<file path="src/shared/pinmux_defs.svh">
// Constants for the pin 30..37 function multiplexer
`ifndef PINMUX_DEFS_SVH
`define PINMUX_DEFS_SVH
`define CFG_MODE_ANALOG   4'h0
`define CFG_MODE_ALT_OUT  4'h9
`define CFG_MODE_ALT_OD   4'hd
`define SC_MODE_OFF       2'h0
`define SC_MODE_UART      2'h1
`define SC_MODE_SPI       2'h2
`define SC_MODE_TWI       2'h3
`define SPI_CFG_SLAVE_BIT 4
`define UART_CFG_RTS_BIT  5
`define TIM2_REMAP_C1_BIT 4
`define TIM_CH1_OE_BIT    0
`define TIM_CH3_OE_BIT    8
`define PINSEL_W          5
`define NUM_PINS          7
`define BOOT_CAPTURE_EDGES 2'h2
`endif

</file>
<file path="src/shared/pinmux_pkg.sv">
// Types for the pin 30..37 function multiplexer
package pinmux_pkg;
  typedef struct packed {
    logic out;
    logic oe_n;
    logic analog;
  } pad_drive_s;

  typedef struct packed {
    logic [3:0] nib;
  } pin_cfg_s;
endpackage
</file>
<file path="src/rtl/pins_30_to_37_function_mux.sv">
// Pin function multiplexer for package pins 30 through 37
`timescale 1ns/1ps
`include "pinmux_defs.svh"
module pins_30_to_37_function_mux
  import pinmux_pkg::*;
#(
  parameter int IRQ_SRC_W = 32
) (
  // Clock and reset
  input  wire logic                    sys_clk_i,
  input  wire logic                    nrst_i,
  // Pin configuration nibbles
  input  wire logic [15:0]             porta_high_config_i,
  input  wire logic [3:0]              portd_high_config_i,
  input  wire logic [7:0]              porte_low_config_i,
  input  wire logic [7:0]              portb_low_config_i,
  // GPIO data and direction, order a4 a5 a6 d4 e0 e1 b1
  input  wire logic [6:0]              gpio_out_i,
  input  wire logic [6:0]              gpio_dir_out_i,
  output logic      [6:0]              gpio_in_o,
  // Trace sources
  input  wire logic                    cpu_trace_en_i,
  input  wire logic                    cpu_trace_4wire_i,
  input  wire logic                    packet_trace_en_i,
  input  wire logic                    trace_frame_out_i,
  input  wire logic                    trace_data_out_i,
  input  wire logic                    cpu_trace_bit2_i,
  input  wire logic                    cpu_trace_bit3_i,
  // Boot strap result
  output logic                         boot_monitor_o,
  // Serial controller 3
  input  wire logic [1:0]              ctrl3_mode_select_i,
  input  wire logic [7:0]              ctrl3_uart_config_i,
  input  wire logic [7:0]              ctrl3_spi_config_i,
  input  wire logic                    uart3_request_to_send_n_i,
  output logic                         ctrl3_slave_select_n_o,
  // Serial controller 4
  input  wire logic [1:0]              ctrl4_mode_select_i,
  input  wire logic [7:0]              ctrl4_spi_config_i,
  input  wire logic                    ctrl4_master_out_i,
  input  wire logic                    ctrl4_master_in_i,
  input  wire logic                    ctrl4_twi_data_i,
  output logic                         ctrl4_master_out_o,
  output logic                         ctrl4_master_in_o,
  output logic                         ctrl4_twi_data_o,
  // Serial controller 1
  input  wire logic [1:0]              ctrl1_mode_select_i,
  input  wire logic [7:0]              ctrl1_spi_config_i,
  input  wire logic                    ctrl1_master_in_i,
  input  wire logic                    ctrl1_master_out_i,
  input  wire logic                    ctrl1_twi_data_i,
  input  wire logic                    ctrl1_uart_tx_i,
  output logic                         ctrl1_twi_data_o,
  // Timers
  input  wire logic [15:0]             timer1_output_enables_i,
  input  wire logic                    timer1_ch3_i,
  output logic                         timer1_ch3_o,
  input  wire logic [15:0]             timer2_output_enables_i,
  input  wire logic [7:0]              timer2_remap_option_i,
  input  wire logic                    timer2_ch1_i,
  // External interrupt routing
  input  wire logic [IRQ_SRC_W-1:0]    irq_src_i,
  input  wire logic [`PINSEL_W-1:0]    irq_c_pin_select_i,
  input  wire logic [`PINSEL_W-1:0]    irq_d_pin_select_i,
  output logic                         ext_irq_c_o,
  output logic                         ext_irq_d_o,
  // Pads
  input  wire logic [6:0]              pad_i,
  output logic      [6:0]              pad_o,
  output logic      [6:0]              pad_oe_n_o,
  output logic                         analog_in4_en_o,
  output logic                         analog_in5_en_o
);

  localparam int NP = `NUM_PINS;

  // Pad inputs and irq sources come from outside: two flops
  logic [NP-1:0]        pad_s1_r;
  logic [NP-1:0]        pad_s2_r;
  logic [IRQ_SRC_W-1:0] irq_s1_r;
  logic [IRQ_SRC_W-1:0] irq_s2_r;
  logic [1:0]           boot_win_r;

  pin_cfg_s   cfg   [NP];
  pad_drive_s drv   [NP];
  wire  [NP-1:0] alt_sel;
  wire  [NP-1:0] od_sel;
  wire  [NP-1:0] ana_sel;
  logic [NP-1:0] alt_val;
  logic [NP-1:0] alt_act;
  logic [NP-1:0] alt_od;

  assign cfg[0].nib = porta_high_config_i[3:0];
  assign cfg[1].nib = porta_high_config_i[7:4];
  assign cfg[2].nib = porta_high_config_i[11:8];
  assign cfg[3].nib = portd_high_config_i[3:0];
  assign cfg[4].nib = porte_low_config_i[3:0];
  assign cfg[5].nib = porte_low_config_i[7:4];
  assign cfg[6].nib = portb_low_config_i[7:4];

  // Function qualifiers
  wire pkt_trace = !cpu_trace_en_i && packet_trace_en_i;
  wire cpu_trace = cpu_trace_en_i && cpu_trace_4wire_i;
  wire sc3_uart  = ctrl3_mode_select_i == `SC_MODE_UART;
  wire sc3_spi   = ctrl3_mode_select_i == `SC_MODE_SPI;
  wire sc4_spi   = ctrl4_mode_select_i == `SC_MODE_SPI;
  wire sc4_twi   = ctrl4_mode_select_i == `SC_MODE_TWI;
  wire sc1_spi   = ctrl1_mode_select_i == `SC_MODE_SPI;
  wire sc1_twi   = ctrl1_mode_select_i == `SC_MODE_TWI;
  wire sc1_uart  = ctrl1_mode_select_i == `SC_MODE_UART;
  wire sc3_slave = ctrl3_spi_config_i[`SPI_CFG_SLAVE_BIT];
  wire sc4_slave = ctrl4_spi_config_i[`SPI_CFG_SLAVE_BIT];
  wire sc1_slave = ctrl1_spi_config_i[`SPI_CFG_SLAVE_BIT];
  wire t2c1_on   = timer2_output_enables_i[`TIM_CH1_OE_BIT];
  wire t2_remap  = timer2_remap_option_i[`TIM2_REMAP_C1_BIT];
  wire t2_owns   = t2_remap && t2c1_on;
  wire sc1_free  = !t2_owns;

  // Per-pin alternate source selection
  always_comb begin
    alt_val = '0;
    alt_act = '0;
    alt_od  = '0;
    if (cpu_trace) begin
      alt_val[0] = cpu_trace_bit2_i;
      alt_act[0] = 1'b1;
      alt_val[1] = cpu_trace_bit3_i;
      alt_act[1] = 1'b1;
    end else if (pkt_trace) begin
      alt_val[0] = trace_frame_out_i;
      alt_act[0] = 1'b1;
      alt_val[1] = trace_data_out_i;
      alt_act[1] = 1'b1;
    end
    alt_val[2] = timer1_ch3_i;
    alt_act[2] = timer1_output_enables_i[`TIM_CH3_OE_BIT];
    alt_val[3] = uart3_request_to_send_n_i;
    alt_act[3] = sc3_uart && ctrl3_uart_config_i[`UART_CFG_RTS_BIT];
    alt_val[4] = ctrl4_master_out_i;
    alt_act[4] = sc4_spi && !sc4_slave;
    if (sc4_twi) begin
      alt_val[5] = ctrl4_twi_data_i;
      alt_act[5] = od_sel[5];
      alt_od[5]  = 1'b1;
    end else begin
      alt_val[5] = ctrl4_master_in_i;
      alt_act[5] = sc4_spi && sc4_slave;
    end
    if (t2_owns) begin
      alt_val[6] = timer2_ch1_i;
      alt_act[6] = 1'b1;
    end else if (sc1_free && sc1_spi) begin
      alt_val[6] = sc1_slave ? ctrl1_master_in_i : ctrl1_master_out_i;
      alt_act[6] = 1'b1;
    end else if (sc1_free && sc1_twi) begin
      alt_val[6] = ctrl1_twi_data_i;
      alt_act[6] = od_sel[6];
      alt_od[6]  = 1'b1;
    end else if (sc1_free && sc1_uart) begin
      alt_val[6] = ctrl1_uart_tx_i;
      alt_act[6] = 1'b1;
    end
  end

  // Pad drive per pin
  for (genvar p = 0; p < NP; p++) begin : g_pin
    assign ana_sel[p] = (p < 2) && (cfg[p].nib == `CFG_MODE_ANALOG);
    assign alt_sel[p] = cfg[p].nib == `CFG_MODE_ALT_OUT;
    assign od_sel[p]  = cfg[p].nib == `CFG_MODE_ALT_OD;
    always_comb begin
      drv[p].analog = ana_sel[p];
      if (ana_sel[p]) begin
        drv[p].out  = 1'b0;
        drv[p].oe_n = 1'b1;
      end else if ((alt_sel[p] || od_sel[p]) && alt_act[p]) begin
        drv[p].out  = alt_val[p];
        drv[p].oe_n = (alt_od[p] || od_sel[p]) ? alt_val[p] : 1'b0;
      end else begin
        drv[p].out  = gpio_out_i[p];
        drv[p].oe_n = !gpio_dir_out_i[p];
      end
    end
    always_ff @(posedge sys_clk_i) begin
      if (!nrst_i) begin
        pad_o[p]      <= 1'b0;
        pad_oe_n_o[p] <= 1'b1;
      end else begin
        pad_o[p]      <= drv[p].out;
        pad_oe_n_o[p] <= drv[p].oe_n;
      end
    end
  end

  // Input synchronisers; no reset, so the boot strap sees the pin while reset is low
  always_ff @(posedge sys_clk_i) begin
    pad_s1_r <= pad_i;
    pad_s2_r <= pad_s1_r;
  end

  always_ff @(posedge sys_clk_i) begin
    irq_s1_r <= irq_src_i;
    irq_s2_r <= irq_s1_r;
  end

  // Input routing; idle-high inputs rest at 1 while their function is off
  wire sel_in3  = sc3_spi && sc3_slave;
  wire sel_mi4  = sc4_spi && !sc4_slave;
  wire sel_mo4  = sc4_spi && sc4_slave;
  wire irq_c_v  = (32'(irq_c_pin_select_i) < IRQ_SRC_W) ? irq_s2_r[irq_c_pin_select_i] : 1'b0;
  wire irq_d_v  = (32'(irq_d_pin_select_i) < IRQ_SRC_W) ? irq_s2_r[irq_d_pin_select_i] : 1'b0;
  wire [NP-1:0] gpio_in_nxt = pad_s2_r & ~{5'h00, ana_sel[1:0]};
  wire          ssel3_nxt   = sel_in3 ? pad_s2_r[3] : 1'b1;
  wire          mo4_nxt     = sel_mo4 ? pad_s2_r[4] : 1'b0;
  wire          mi4_nxt     = sel_mi4 ? pad_s2_r[5] : 1'b0;
  wire          twi4_nxt    = sc4_twi ? pad_s2_r[5] : 1'b1;
  wire          twi1_nxt    = (sc1_twi && sc1_free) ? pad_s2_r[6] : 1'b1;

  always_ff @(posedge sys_clk_i) begin
    if (!nrst_i) begin
      gpio_in_o <= '0;
    end else begin
      gpio_in_o <= gpio_in_nxt;
    end
  end

  always_ff @(posedge sys_clk_i) begin
    if (!nrst_i) begin
      ctrl3_slave_select_n_o <= 1'b1;
    end else begin
      ctrl3_slave_select_n_o <= ssel3_nxt;
    end
  end

  always_ff @(posedge sys_clk_i) begin
    if (!nrst_i) begin
      ctrl4_master_out_o <= 1'b0;
    end else begin
      ctrl4_master_out_o <= mo4_nxt;
    end
  end

  always_ff @(posedge sys_clk_i) begin
    if (!nrst_i) begin
      ctrl4_master_in_o <= 1'b0;
    end else begin
      ctrl4_master_in_o <= mi4_nxt;
    end
  end

  always_ff @(posedge sys_clk_i) begin
    if (!nrst_i) begin
      ctrl4_twi_data_o <= 1'b1;
    end else begin
      ctrl4_twi_data_o <= twi4_nxt;
    end
  end

  always_ff @(posedge sys_clk_i) begin
    if (!nrst_i) begin
      ctrl1_twi_data_o <= 1'b1;
    end else begin
      ctrl1_twi_data_o <= twi1_nxt;
    end
  end

  always_ff @(posedge sys_clk_i) begin
    if (!nrst_i) begin
      timer1_ch3_o <= 1'b0;
    end else begin
      timer1_ch3_o <= pad_s2_r[2];
    end
  end

  always_ff @(posedge sys_clk_i) begin
    if (!nrst_i) begin
      ext_irq_c_o <= 1'b0;
    end else begin
      ext_irq_c_o <= irq_c_v;
    end
  end

  always_ff @(posedge sys_clk_i) begin
    if (!nrst_i) begin
      ext_irq_d_o <= 1'b0;
    end else begin
      ext_irq_d_o <= irq_d_v;
    end
  end

  always_ff @(posedge sys_clk_i) begin
    if (!nrst_i) begin
      analog_in4_en_o <= 1'b0;
    end else begin
      analog_in4_en_o <= ana_sel[0];
    end
  end

  always_ff @(posedge sys_clk_i) begin
    if (!nrst_i) begin
      analog_in5_en_o <= 1'b0;
    end else begin
      analog_in5_en_o <= ana_sel[1];
    end
  end

  // Boot strap: captured on the first two edges after release; the last
  // capture holds the inverted pin level that was sampled while reset was low
  wire boot_open = boot_win_r != `BOOT_CAPTURE_EDGES;

  always_ff @(posedge sys_clk_i) begin
    if (!nrst_i) begin
      boot_win_r <= 2'h0;
    end else if (boot_open) begin
      boot_win_r <= boot_win_r + 2'h1;
    end
  end

  always_ff @(posedge sys_clk_i) begin
    if (!nrst_i) begin
      boot_monitor_o <= 1'b0;
    end else if (boot_open) begin
      boot_monitor_o <= !pad_s2_r[1];
    end
  end

endmodule

</file>
<file path="config.mk">
export PLATFORM = sky130hd
export DESIGN_NAME = pins_30_to_37_function_mux
export DESIGN_NICKNAME = d
export VERILOG_FILES = /design/src/shared/pinmux_pkg.sv /design/src/rtl/pins_30_to_37_function_mux.sv
export VERILOG_INCLUDE_DIRS = /design/src /design/src/shared
export SDC_FILE = /design/constraint.sdc
export NUM_CORES = 1
export LEC_CHECK = 0
export ABC_AREA = 0
export BUFFER_PORTS_ARGS = -buffer_cell sky130_fd_sc_hd__buf_4
export CELL_PAD_IN_SITES_DETAIL_PLACEMENT = 1
export CELL_PAD_IN_SITES_GLOBAL_PLACEMENT = 1
export CORE_MARGIN = 5
export CORE_UTILIZATION = 25
export DETAILED_ROUTE_END_ITERATION = 7
export GPL_TIMING_DRIVEN = 0
export PLACE_DENSITY_LB_ADDON = 0.12
export RECOVER_POWER = 50
export SLEW_MARGIN = 20
export SYNTH_ARGS = -nofsm -noshare
export SYNTH_HDL_FRONTEND = slang
export SYNTH_SLANG_ARGS = --single-unit
</file>
<file path="constraint.sdc">
create_clock -name sys_clk_i -period 4.3 [get_ports sys_clk_i]
set_clock_uncertainty 0.15 [all_clocks]
set_input_delay 0.645 -clock sys_clk_i [delete_from_list [all_inputs] [get_ports sys_clk_i]]
set_output_delay 0.645 -clock sys_clk_i [all_outputs]
set_load 0.02 [all_outputs]
</file>
==> impl_metrics.csv, run 1 <==
group,metric,value,unit
cts,clkSlewWorstSetupHoldPaths,0.07,ns
cells_and_area,final_common_cell,"buf_4",
cts,cts_made_buffers,9,
logic_synthesis,syn_area,3440,um^2
logic_synthesis,yosysWarnings,0,
cells_and_area,instances_no_fill,592,
cts,clk_latency,0.34,ns
drt,first_pass_iters,4,
logic_synthesis,synth_cells,252,
logic_synthesis,avgSynthCellArea,13.7,um^2
logic_synthesis,async_flop_share,0,
setup_path,cp_cell_sequence,"buf_2, mux4_2, and2_0, a2111oi_0, a311oi_1",
pwr,switching_share,0.209,
cells_and_area,syn_to_final_growth,48.0,%
timing,slew_headroom,0.634,
global_route,track_usage,0.111,
pwr,p_per_area,439,nW/um^2
setup_path,reg2reg_setup_slack,2.57,ns
global_route,gr-total-overflow,0,
drt,wl,8.91,mm
die,die-height,127,um
drt,drt_iter0_drc,63,
timing,fin_crit,2.03,ns
setup_path,max_stage_delay,0.52,ns
pwr,clkPwrFrac,0.390,
cells_and_area,final_cell_mix,"buf_4 (119), dfxtp_1 (111), clkbuf_4 (32)",
drt,wl_per_cell,15.0,um
cells_and_area,finalNetCount,609,
logic_synthesis,ys_types,42,
logic_synthesis,ys_ff_latch,111,
cts,post-cts-setup-buffers,0,
timing,fmax,0.493,GHz
timing,slew_violations,0,
timing,setup_slack,2.27,ns
cts,hold_buffers,0,
pwr,ir_drop,0.186,mV
pwr,seqPwrFrac,0.498,
global_route,grt_pass1_vias,2694,
timing,totalNegativeSetupSlack,0,ns
setup_path,start_kind,"input port",
setup_path,worst-path-max-fanout,8,
setup_path,arrival,2.08,ns
setup_path,critical_path_class,"in2reg",
placed_design,dp_hpwl,7.14,mm
logic_synthesis,synth_edf_count,0,
cts,cts-root-buf,"clkbuf_16",
die,io_pins,228,
die,die_x,127,um
global_route,grt_max_degree,17,
placed_design,port_buffers,149,
cts,clock_sinks,111,
die,row_count,42,
setup_path,crit_buf_inv,1,
setup_path,cpMaxStageDelayCell,"mux4_2",
global_route,antenna_found_initial,0,
global_route,grt_first_pass_wirelength,14.0,mm
drt,vias,2472,
die,die_area,16200,um^2
cts,tritoncts,"done",
timing,worstMarginPinSlew,0.549,ns
drt,ant_nets,0,
pwr,internal_power,0.00177,W
timing,hold_viol,0,
run_status,outcome,"complete, no violations",
drt,drc,0,
logic_synthesis,yosysSeqAreaShare,0.645,
setup_path,cp_top_family,"compound AO/OA/AOI/OAI gates",
drt,via_per_inst,4.18,
cells_and_area,drive_above_1_share,0.450,
cts,cts_resized,0,
setup_path,endpoint_kind,"flop",
die,initial_core_util,0.257,
pwr,p_sw,0.000468,W
logic_synthesis,synth_ff_type,"dfxtp_1",
placed_design,post-place-ws,1.92,ns
cells_and_area,num_antenna_cells,0,
cts,cts_htree_levels,3,
setup_path,critPathRequiredTime,4.35,ns
logic_synthesis,synth_fp_nets,449,
timing,setup_viol,0,
timing,rsz0062_at_grt,"false",
placed_design,dp_cells,577,
cts,cts_buffer_depth,2,
pwr,combPwrFrac,0.113,
pwr,p_leak,2.21,nW
min_path,hold_class,"reg2reg",
job,cap_violations,0,
placed_design,gp_congestion,0.758,
timing,fin_crit_sh,0.472,
die,coreArea,13400,um^2
[cells by family after synthesis]
group                    Yosys count  share of synthesized area
flip-flops                       111                      0.645
AND/OR/NAND/NOR                   69                      0.121
multiplexers                      32                      0.151
AO/OA/AOI/OAI                     27                     0.0589
buffers and inverters             11                     0.0174
XOR/XNOR                           1                    0.00254
adder cells (fa/ha/maj)            1                    0.00363
[state kept, by name, indices dropped and copies added (netlist names), 2 cells and up]
| name | cells |
|---|---|
| boot_win_r | 2 |
| gpio_in_o | 7 |
| irq_s1_r | 32 |
| irq_s2_r | 32 |
| pad_o | 7 |
| pad_oe_n_o | 7 |
| pad_s1_r | 7 |
| pad_s2_r | 7 |
[cells in the mapped netlist, drive strengths merged, types with 2 or more instances]
cell type | instances | share of area
and2 | 13 | 0.024
nor3 | 2 | 0.0029
nand3b | 2 | 0.0044
dfxtp | 111 | 0.65
a32o | 2 | 0.0058
nand4b | 2 | 0.0051
clkbuf | 2 | 0.0022
nor4 | 3 | 0.0055
o21ai | 5 | 0.0073
nor2 | 3 | 0.0033
o221ai | 2 | 0.0051
mux2i | 10 | 0.029
buf | 6 | 0.012
and3b | 2 | 0.0051
and3 | 2 | 0.0036
and4b | 3 | 0.0087
a2111oi | 2 | 0.0051
nand2b | 3 | 0.0055
mux4 | 14 | 0.096
o211ai | 6 | 0.013
nand2 | 11 | 0.012
mux2 | 8 | 0.026
nor3b | 3 | 0.0065
a31oi | 2 | 0.0036
inv | 3 | 0.0033
nor2b | 10 | 0.018
nand3 | 8 | 0.012
a41oi | 2 | 0.0051
[layout make-up]
cell class	count	area, um^2
Buffer	8	48.8
Clock buffer	12	246
Clock inverter	3	67.6
Fill cell	1455	8300
Inverter	3	11.3
Multi-Input combinational cell	130	1160
Sequential cell	111	2220
Tap cell	176	220
Timing Repair Buffer	149	1120
[layer usage]
metal / routed length [um] / up-vias / GRT usage
met5: 0 / - / 0
met4: 104 / 0 / 0.0341
met3: 836 / 7 / 0.0526
met2: 4070 / 104 / 0.175
met1: 3900 / 1125 / 0.135
li1: - / 1236 / -
[per-stage QoR]
step | utilization | area [um^2] | hold WS [ns] | total power [W]
floorplan | - | 3440 | 0.160 | 0.00125
global placement | 0.357 | 4780 | 0.161 | 0.00139
detailed placement | 0.357 | 4780 | 0.163 | 0.00140
CTS | 0.380 | 5100 | 0.174 | 0.00228
global route | 0.380 | 5100 | 0.181 | 0.00235
finish | 0.380 | 5100 | 0.170 | 0.00224
[power by group through the flow]
stage	clock [W]	sequential (W)	combinational (W)
finish	0.000871	0.00111	0.000252
global placement	0	0.00114	0.000255
floorplan	0	0.00115	0.0000992
detailed placement	0	0.00114	0.000259
CTS	0.000904	0.00111	0.000260
global route	0.000956	0.00112	0.000277
[final timing paths]
| path | from | end | cells after the start |
|---|---|---|---|
| setup / recovery | irq_c_pin_select_i[0] | ext_irq_c_o | 5 |
| hold / removal | irq_s1_r[17] | irq_s2_r[17] | 0 |
| setup reg to reg | irq_s2_r[3] | ext_irq_d_o | 4 |
| hold reg to reg | irq_s1_r[17] | irq_s2_r[17] | 0 |
(Power assumes the default switching activity.)
==> run 2: changes to the inputs <==
--- a/config.mk
+++ b/config.mk
@@ -6,7 +6,7 @@
 export SDC_FILE = /design/constraint.sdc
 export NUM_CORES = 1
 export LEC_CHECK = 0
-export ABC_AREA = 0
+export ABC_AREA = 1
 export BUFFER_PORTS_ARGS = -buffer_cell sky130_fd_sc_hd__buf_4
 export CELL_PAD_IN_SITES_DETAIL_PLACEMENT = 1
 export CELL_PAD_IN_SITES_GLOBAL_PLACEMENT = 1
==> constraint.sdc (replaced) <==
create_clock -name sys_clk_i -period 1.85 [get_ports sys_clk_i]
set_clock_uncertainty 0.15 [all_clocks]
set_input_delay 0.2775 -clock sys_clk_i [delete_from_list [all_inputs] [get_ports sys_clk_i]]
set_output_delay 0.2775 -clock sys_clk_i [all_outputs]
set_load 0.02 [all_outputs]
==> run 2 against run 1 <==
Cell area up 13%. Die area up 5.9%. Largest cell class unchanged. Via count up 39%.
==> impl_metrics.csv, run 2 <==
group,metric,value,unit
placed_design,post-place-ws,0.276,ns
placed_design,dp_hpwl,8.86,mm
setup_path,r2r_end,"ctrl3_slave_select_n_o",
setup_path,arrival,1.56,ns
die,io_pins,228,
pwr,p_per_area,900,nW/um^2
logic_synthesis,yosysWarnings,0,
global_route,grt_first_pass_wirelength,17.5,mm
cells_and_area,final_common_cell,"buf_4",
job,cap_violations,0,
drt,wl,11.4,mm
setup_path,cp_cell_sequence,"dlygate4sd3_1, buf_4, nand4_1, dlygate4sd3_1",
drt,vias,3448,
drt,drt_iter0_drc,67,
logic_synthesis,synth_top_area_frac,0.607,
setup_path,critPathRequiredTime,1.94,ns
cts,clk_latency,0.35,ns
cells_and_area,syn_to_final_growth,57.3,%
die,die_area,17200,um^2
logic_synthesis,synth.area.top_cells,"dfxtp_1 (61%), nand2_1 (11%), nand3_1 (6.7%), inv_1 (4.2%), nor2_1 (3.5%)",
cts,tritoncts,"done",
cells_and_area,drive_above_1_share,0.297,
cells_and_area,finalNetCount,821,
logic_synthesis,yosys.area.top_type,"dfxtp_1",
timing,fin_crit,1.47,ns
min_path,hold_class,"in2reg",
setup_path,start_kind,"input port",
cts,cts_buffer_depth,2,
cts,cts_resized,0,
pwr,power,0.00519,W
die,coreArea,14500,um^2
setup_path,crit_buf_inv,3,
cts,clkSlewWorstSetupHoldPaths,0.07,ns
global_route,grt_max_degree,20,
cts,cts_made_buffers,9,
setup_path,critical_path_class,"in2reg",
logic_synthesis,ys_ff_latch,111,
logic_synthesis,synth_fp_nets,615,
run_status,outcome,"complete, no violations",
setup_path,max_stage_delay,0.56,ns
drt,first_pass_iters,4,
cells_and_area,final_cell_mix,"buf_4 (128), nand2_1 (111), dfxtp_1 (111)",
cts,hold_buffers,45,
die,row_count,44,
drt,via_per_inst,4.24,
setup_path,cp_top_family,"buffers and inverters",
setup_path,r2r-start,"pad_s2_r[3]",
global_route,grt_pass1_vias,3678,
drt,wl_per_cell,14.0,um
pwr,ir_drop,0.441,mV
timing,worstMarginPinSlew,0.562,ns
drt,dr_wl_met2,5.91,mm
timing,setup_viol,0,
timing,setup_slack,0.382,ns
cells_and_area,nFillCells,1694,
global_route,track_usage,0.135,
pwr,p_leak,2.81,nW
timing,fmax,0.681,GHz
min_path,min_path_cells,3,
global_route,antenna_found_initial,0,
drt,drc,0,
cts,clock_sinks,111,
logic_synthesis,syn_area,3660,um^2
logic_synthesis,synth_edf_count,0,
drt,ant_nets,0,
min_path,hold_start,"porta_high_config_i[10]",
min_path,min_to,"pad_oe_n_o[2]",
timing,slew_headroom,0.626,
die,initial_core_util,0.253,
timing,fin_crit_sh,0.794,
timing,rsz0062_at_grt,"false",
timing,hold_viol,0,
cells_and_area,reg_top3,"irq_s1_r: 32 flops, irq_s2_r: 32 flops",
drt,met3WireLength,1.04,mm
logic_synthesis,synth_ff_type,"dfxtp_1",
setup_path,reg2reg_setup_slack,0.54,ns
logic_synthesis,yosysSeqAreaShare,0.607,
die,die_x,131,um
setup_path,crit_top_cell,"dlygate4sd3_1",
placed_design,gp_congestion,0.809,
logic_synthesis,synth_cells,418,
die,die-height,131,um
cells_and_area,instances_no_fill,814,
setup_path,worst-path-max-fanout,1,
cts,post-cts-setup-buffers,0,
drt,wl_met1,4.25,mm
setup_path,cpMaxStageDelayCell,"dlygate4sd3_1",
logic_synthesis,avgSynthCellArea,8.76,um^2
global_route,gr-total-overflow,0,
logic_synthesis,synth_common_cells,"dfxtp_1 (111), nand2_1 (111), nand3_1 (49)",
placed_design,port_buffers,150,
drt,highest_layer,"met4",
logic_synthesis,async_flop_share,0,
cts,cts-root-buf,"clkbuf_16",
placed_design,dp_cells,752,
setup_path,endpoint_kind,"flop",
timing,totalNegativeSetupSlack,0,ns
timing,slew_violations,0,
logic_synthesis,ys_types,31,
cts,cts_htree_levels,3,
setup_path,ff2ff_path_depth,3,
setup_path,path_depth,4,
## run 2: cell count changes after synthesis, moves of 9 or more
cell,delta
nand3_1,+41
inv_1,+38
nor2_1,+31
mux2i_1,-9
and2_1,-12
mux4_2,-10
nor2b_1,-10
a21oi_1,+14
nand2_1,+100
## run 2: cell type report
cell class | count | area [um^2] | area share
diodes | 1 | 2.50 | 0.000434
plain buffers | 11 | 120 | 0.0208
clock buffers | 10 | 239 | 0.0415
clock inverters | 6 | 52.6 | 0.00912
inverters | 45 | 184 | 0.0319
multi-input cells | 251 | 1140 | 0.197
flip-flops and latches | 111 | 2220 | 0.386
well taps | 184 | 230 | 0.0399
repair buffers | 195 | 1580 | 0.273
## run 2: kinds of logic (layout without fill, tap and decap cells)
| group | Yosys count | after routing | synth area share |
|---|---|---|---|
| buffers and inverters | 56 | 267 | 0.0830 |
| muxes | 1 | 1 | 0.00273 |
| AOI/OAI and AO/OA | 37 | 37 | 0.0553 |
| adders and majority gates | 1 | 1 | 0.00341 |
| and+or+nand+nor | 212 | 212 | 0.249 |
| DFF | 111 | 111 | 0.607 |
| other | 0 | 1 | 0 |
## run 2: stage by stage
| step | util | hold WS (ns) | area (um^2) |
|---|---|---|---|
| final | 0.398 | 0.0232 | 5760 |
| after global routing | 0.398 | 0.0222 | 5760 |
| after CTS | 0.398 | 0.00530 | 5760 |
| after detailed placement | 0.347 | 0.163 | 5020 |
| after global placement | 0.347 | 0.161 | 5020 |
| after floorplan | - | 0.155 | 3660 |
## run 2: worst register-to-register path, cell delays in order, from the launching register on
cell and delay [ns]:
dfxtp_1 0.32, nor2_1 0.10, nand4_1 0.08, dlygate4sd3_1 0.56
## run 2: how the worst max path moves through the flow
stage | to | slack (ns) | startpoint
floorplan | ext_irq_d_o | 0.60 | irq_d_pin_select_i[0]
global placement | analog_in4_en_o | 0.28 | nrst_i
detailed placement | gpio_in_o[0] | 0.28 | nrst_i
CTS | ctrl3_slave_select_n_o | 0.41 | ctrl3_spi_config_i[4]
global route | ctrl3_slave_select_n_o | 0.37 | ctrl3_spi_config_i[4]
finish | ctrl3_slave_select_n_o | 0.38 | ctrl3_spi_config_i[4]
## run 2: power breakdown
part / total, W / switching, W / leakage [nW] / internal, W
registers: 0.00259 / 0.0000556 / 0.932 / 0.00253
clock network: 0.00188 / 0.000910 / 0.138 / 0.000972
logic: 0.000715 / 0.000329 / 1.74 / 0.000387
total: 0.00519 / 0.00129 / 2.81 / 0.00389
## run 2: per-layer routing
metal	vias up	track usage
met4	0	0.0520
met3	19	0.0644
li1	1734	-
met5	-	0
met2	102	0.238
met1	1593	0.139
==> run 3: changes to the inputs <==
==> constraint.sdc (replaced) <==
create_clock -name sys_clk_i -period 1.4 [get_ports sys_clk_i]
set_clock_uncertainty 0.15 [all_clocks]
set_input_delay 0.21 -clock sys_clk_i [delete_from_list [all_inputs] [get_ports sys_clk_i]]
set_output_delay 0.21 -clock sys_clk_i [all_outputs]
set_load 0.02 [all_outputs]
==> run 3 against run 2 <==
Critical endpoint is now pad_oe_n_o[6]. Die area unchanged. Register-to-register slack worse by 0.32 ns. Sequential power rose by 32%. Worst hold slack got worse by 0.063 ns. Routed wire length is 4.7% higher. Critical path depth increased by 3. Total power increased by 34%. Cell area increased by 5.1%. Sequential share of layout area down 1.9 points. The run now ends with negative hold slack left. Highest routed layer unchanged. Final cell count is 3.2% higher. Critical path type unchanged. Utilization grew 2.0 points. Non-clock buffer count increased by 26.
==> impl_metrics.csv, run 3 (synthesis results as in run 2) <==
group,metric,value,unit
timing,fin_crit,1.32,ns
cells_and_area,syn_to_final_growth,65.3,%
cts,cts-root-buf,"clkbuf_16",
global_route,track_usage,0.140,
timing,hold_viol,3,
cells_and_area,stdcell_area,6060,um^2
min_path,hold_start,"portd_high_config_i[2]",
pwr,p_leak,2.94,nW
min_path,min_to,"pad_oe_n_o[3]",
drt,first_pass_iters,4,
timing,worstMarginPinSlew,0.566,ns
setup_path,r2r_end,"ext_irq_c_o",
cells_and_area,reg_top3,"irq_s1_r: 32 flops, irq_s2_r: 32 flops",
placed_design,port_buffers,150,
die,die_x,131,um
die,row_count,44,
global_route,gr-total-overflow,0,
setup_path,reg2reg_setup_slack,0.22,ns
cells_and_area,final_common_cell,"buf_4",
placed_design,dpl_cell_area,5020,um^2
die,coreArea,14500,um^2
placed_design,gp_congestion,0.809,
drt,wl_per_cell,14.2,um
cts,cts_htree_levels,3,
setup_path,critical_path_class,"in2reg",
timing,slew_headroom,0.623,
setup_path,r2r-start,"irq_s2_r[6]",
drt,drc,0,
setup_path,start_kind,"input port",
timing,setup_viol,0,
global_route,antenna_found_initial,0,
setup_path,worst-path-max-fanout,3,
drt,via_per_inst,4.22,
job,cap_violations,0,
die,initial_core_util,0.253,
pwr,p_per_area,1140,nW/um^2
min_path,min_path_cells,3,
die,io_pins,228,
cells_and_area,finalCoreUtilization,0.418,
pwr,power,0.00693,W
pwr,ir_drop,0.586,mV
global_route,grt_max_degree,20,
min_path,hold_class,"in2reg",
cts,clock_sinks,111,
cts,clk_latency,0.36,ns
cts,cts_made_buffers,9,
timing,fin_crit_sh,0.944,
timing,rsz0062_at_grt,"false",
drt,wl,12.0,mm
setup_path,critPathRequiredTime,1.55,ns
run_status,outcome,"complete, but fails checks",
cts,tritoncts,"done",
placed_design,dp_hpwl,8.86,mm
timing,fin_worst_hold_slack,-0.0397,ns
setup_path,endpoint_kind,"flop",
cells_and_area,finalNetCount,847,
setup_path,arrival,1.47,ns
die,die_area,17200,um^2
timing,slew_violations,0,
global_route,grt_pass1_vias,3897,
setup_path,ff2ff_path_depth,8,
die,die-height,131,um
drt,vias,3546,
drt,drt_iter0_drc,88,
cts,clkSlewWorstSetupHoldPaths,0.07,ns
run_status,violations,"negative hold slack",
global_route,grt_first_pass_wirelength,18.3,mm
timing,fmax,0.757,GHz
drt,ant_nets,0,
cells_and_area,final_cell_mix,"buf_4 (128), nand2_1 (111), dfxtp_1 (111)",
cts,cts_buffer_depth,2,
cells_and_area,drive_above_1_share,0.298,
## run 3: changes by cell type in the layout (fill, tap and decap cells not counted), sizes merged
cell | previous run | this run
dlygate4sd3 | 45 | 68
dlymetal6s4s | 0 | 2
clkbuf | 35 | 36
## run 3: power breakdown
| part | internal, W | switching (W) |
|---|---|---|
| Sequential | 0.00335 | 0.0000737 |
| Clock | 0.00128 | 0.00120 |
| Combinational | 0.000562 | 0.000457 |
| Total | 0.00519 | 0.00173 |
## run 3: how the worst max path moves through the flow
stage	startpoint	to	slack (ns)
floorplan	irq_d_pin_select_i[0]	ext_irq_d_o	0.22
detailed placement	nrst_i	gpio_in_o[0]	-0.11
finish	ctrl1_mode_select_i[0]	pad_oe_n_o[6]	0.08
CTS	gpio_dir_out_i[3]	pad_oe_n_o[3]	0.02
global route	ctrl1_mode_select_i[0]	pad_oe_n_o[6]	0.04
global placement	nrst_i	analog_in4_en_o	-0.1
## run 3: timing repair
item	CTS	global route
setup endpoints to repair	0	13
hold buffers	70	2
endpoints found under the hold margin	62	2
setup buffers	0	1
gates resized for setup	0	10
## run 3: worst max-delay path: stages
cell and delay, ns:
buf_4 0.08, dlygate4sd3_1 0.55, nand2_1 0.06, nor2_2 0.13
a21oi_2 0.08, or2_2 0.28, nand3_1 0.08
## run 3: per-stage QoR
step | setup WS [ns] | TNS (ns) | instances
5_1_grt | 0.0357 | 0 | 839
2_1_floorplan | 0.217 | 0 | 418
4_1_cts | 0.0172 | 0 | 838
3_3_place_gp | -0.0982 | -0.880 | 752
6_report | 0.0787 | 0 | 840
3_5_place_dp | -0.106 | -0.965 | 752
## run 3: metal layers
layer  vias to the layer above  GRT usage  share of wire
met5                         -          0              0
met4                         0     0.0599          0.021
met3                        17     0.0628          0.076
met2                       102      0.247           0.52
met1                      1640      0.144           0.38
li1                       1787          -              -
## run 3: area by class of cell
type,instances,area [um^2]
fill,1681,8420
sequential,111,2220
timing repair buffer,221,1840
multi-input combinational,251,1170
clock buffer,10,239
tap,184,230
inverter,45,184
buffer,11,120
clock inverter,6,52.6
antenna,1,2.50
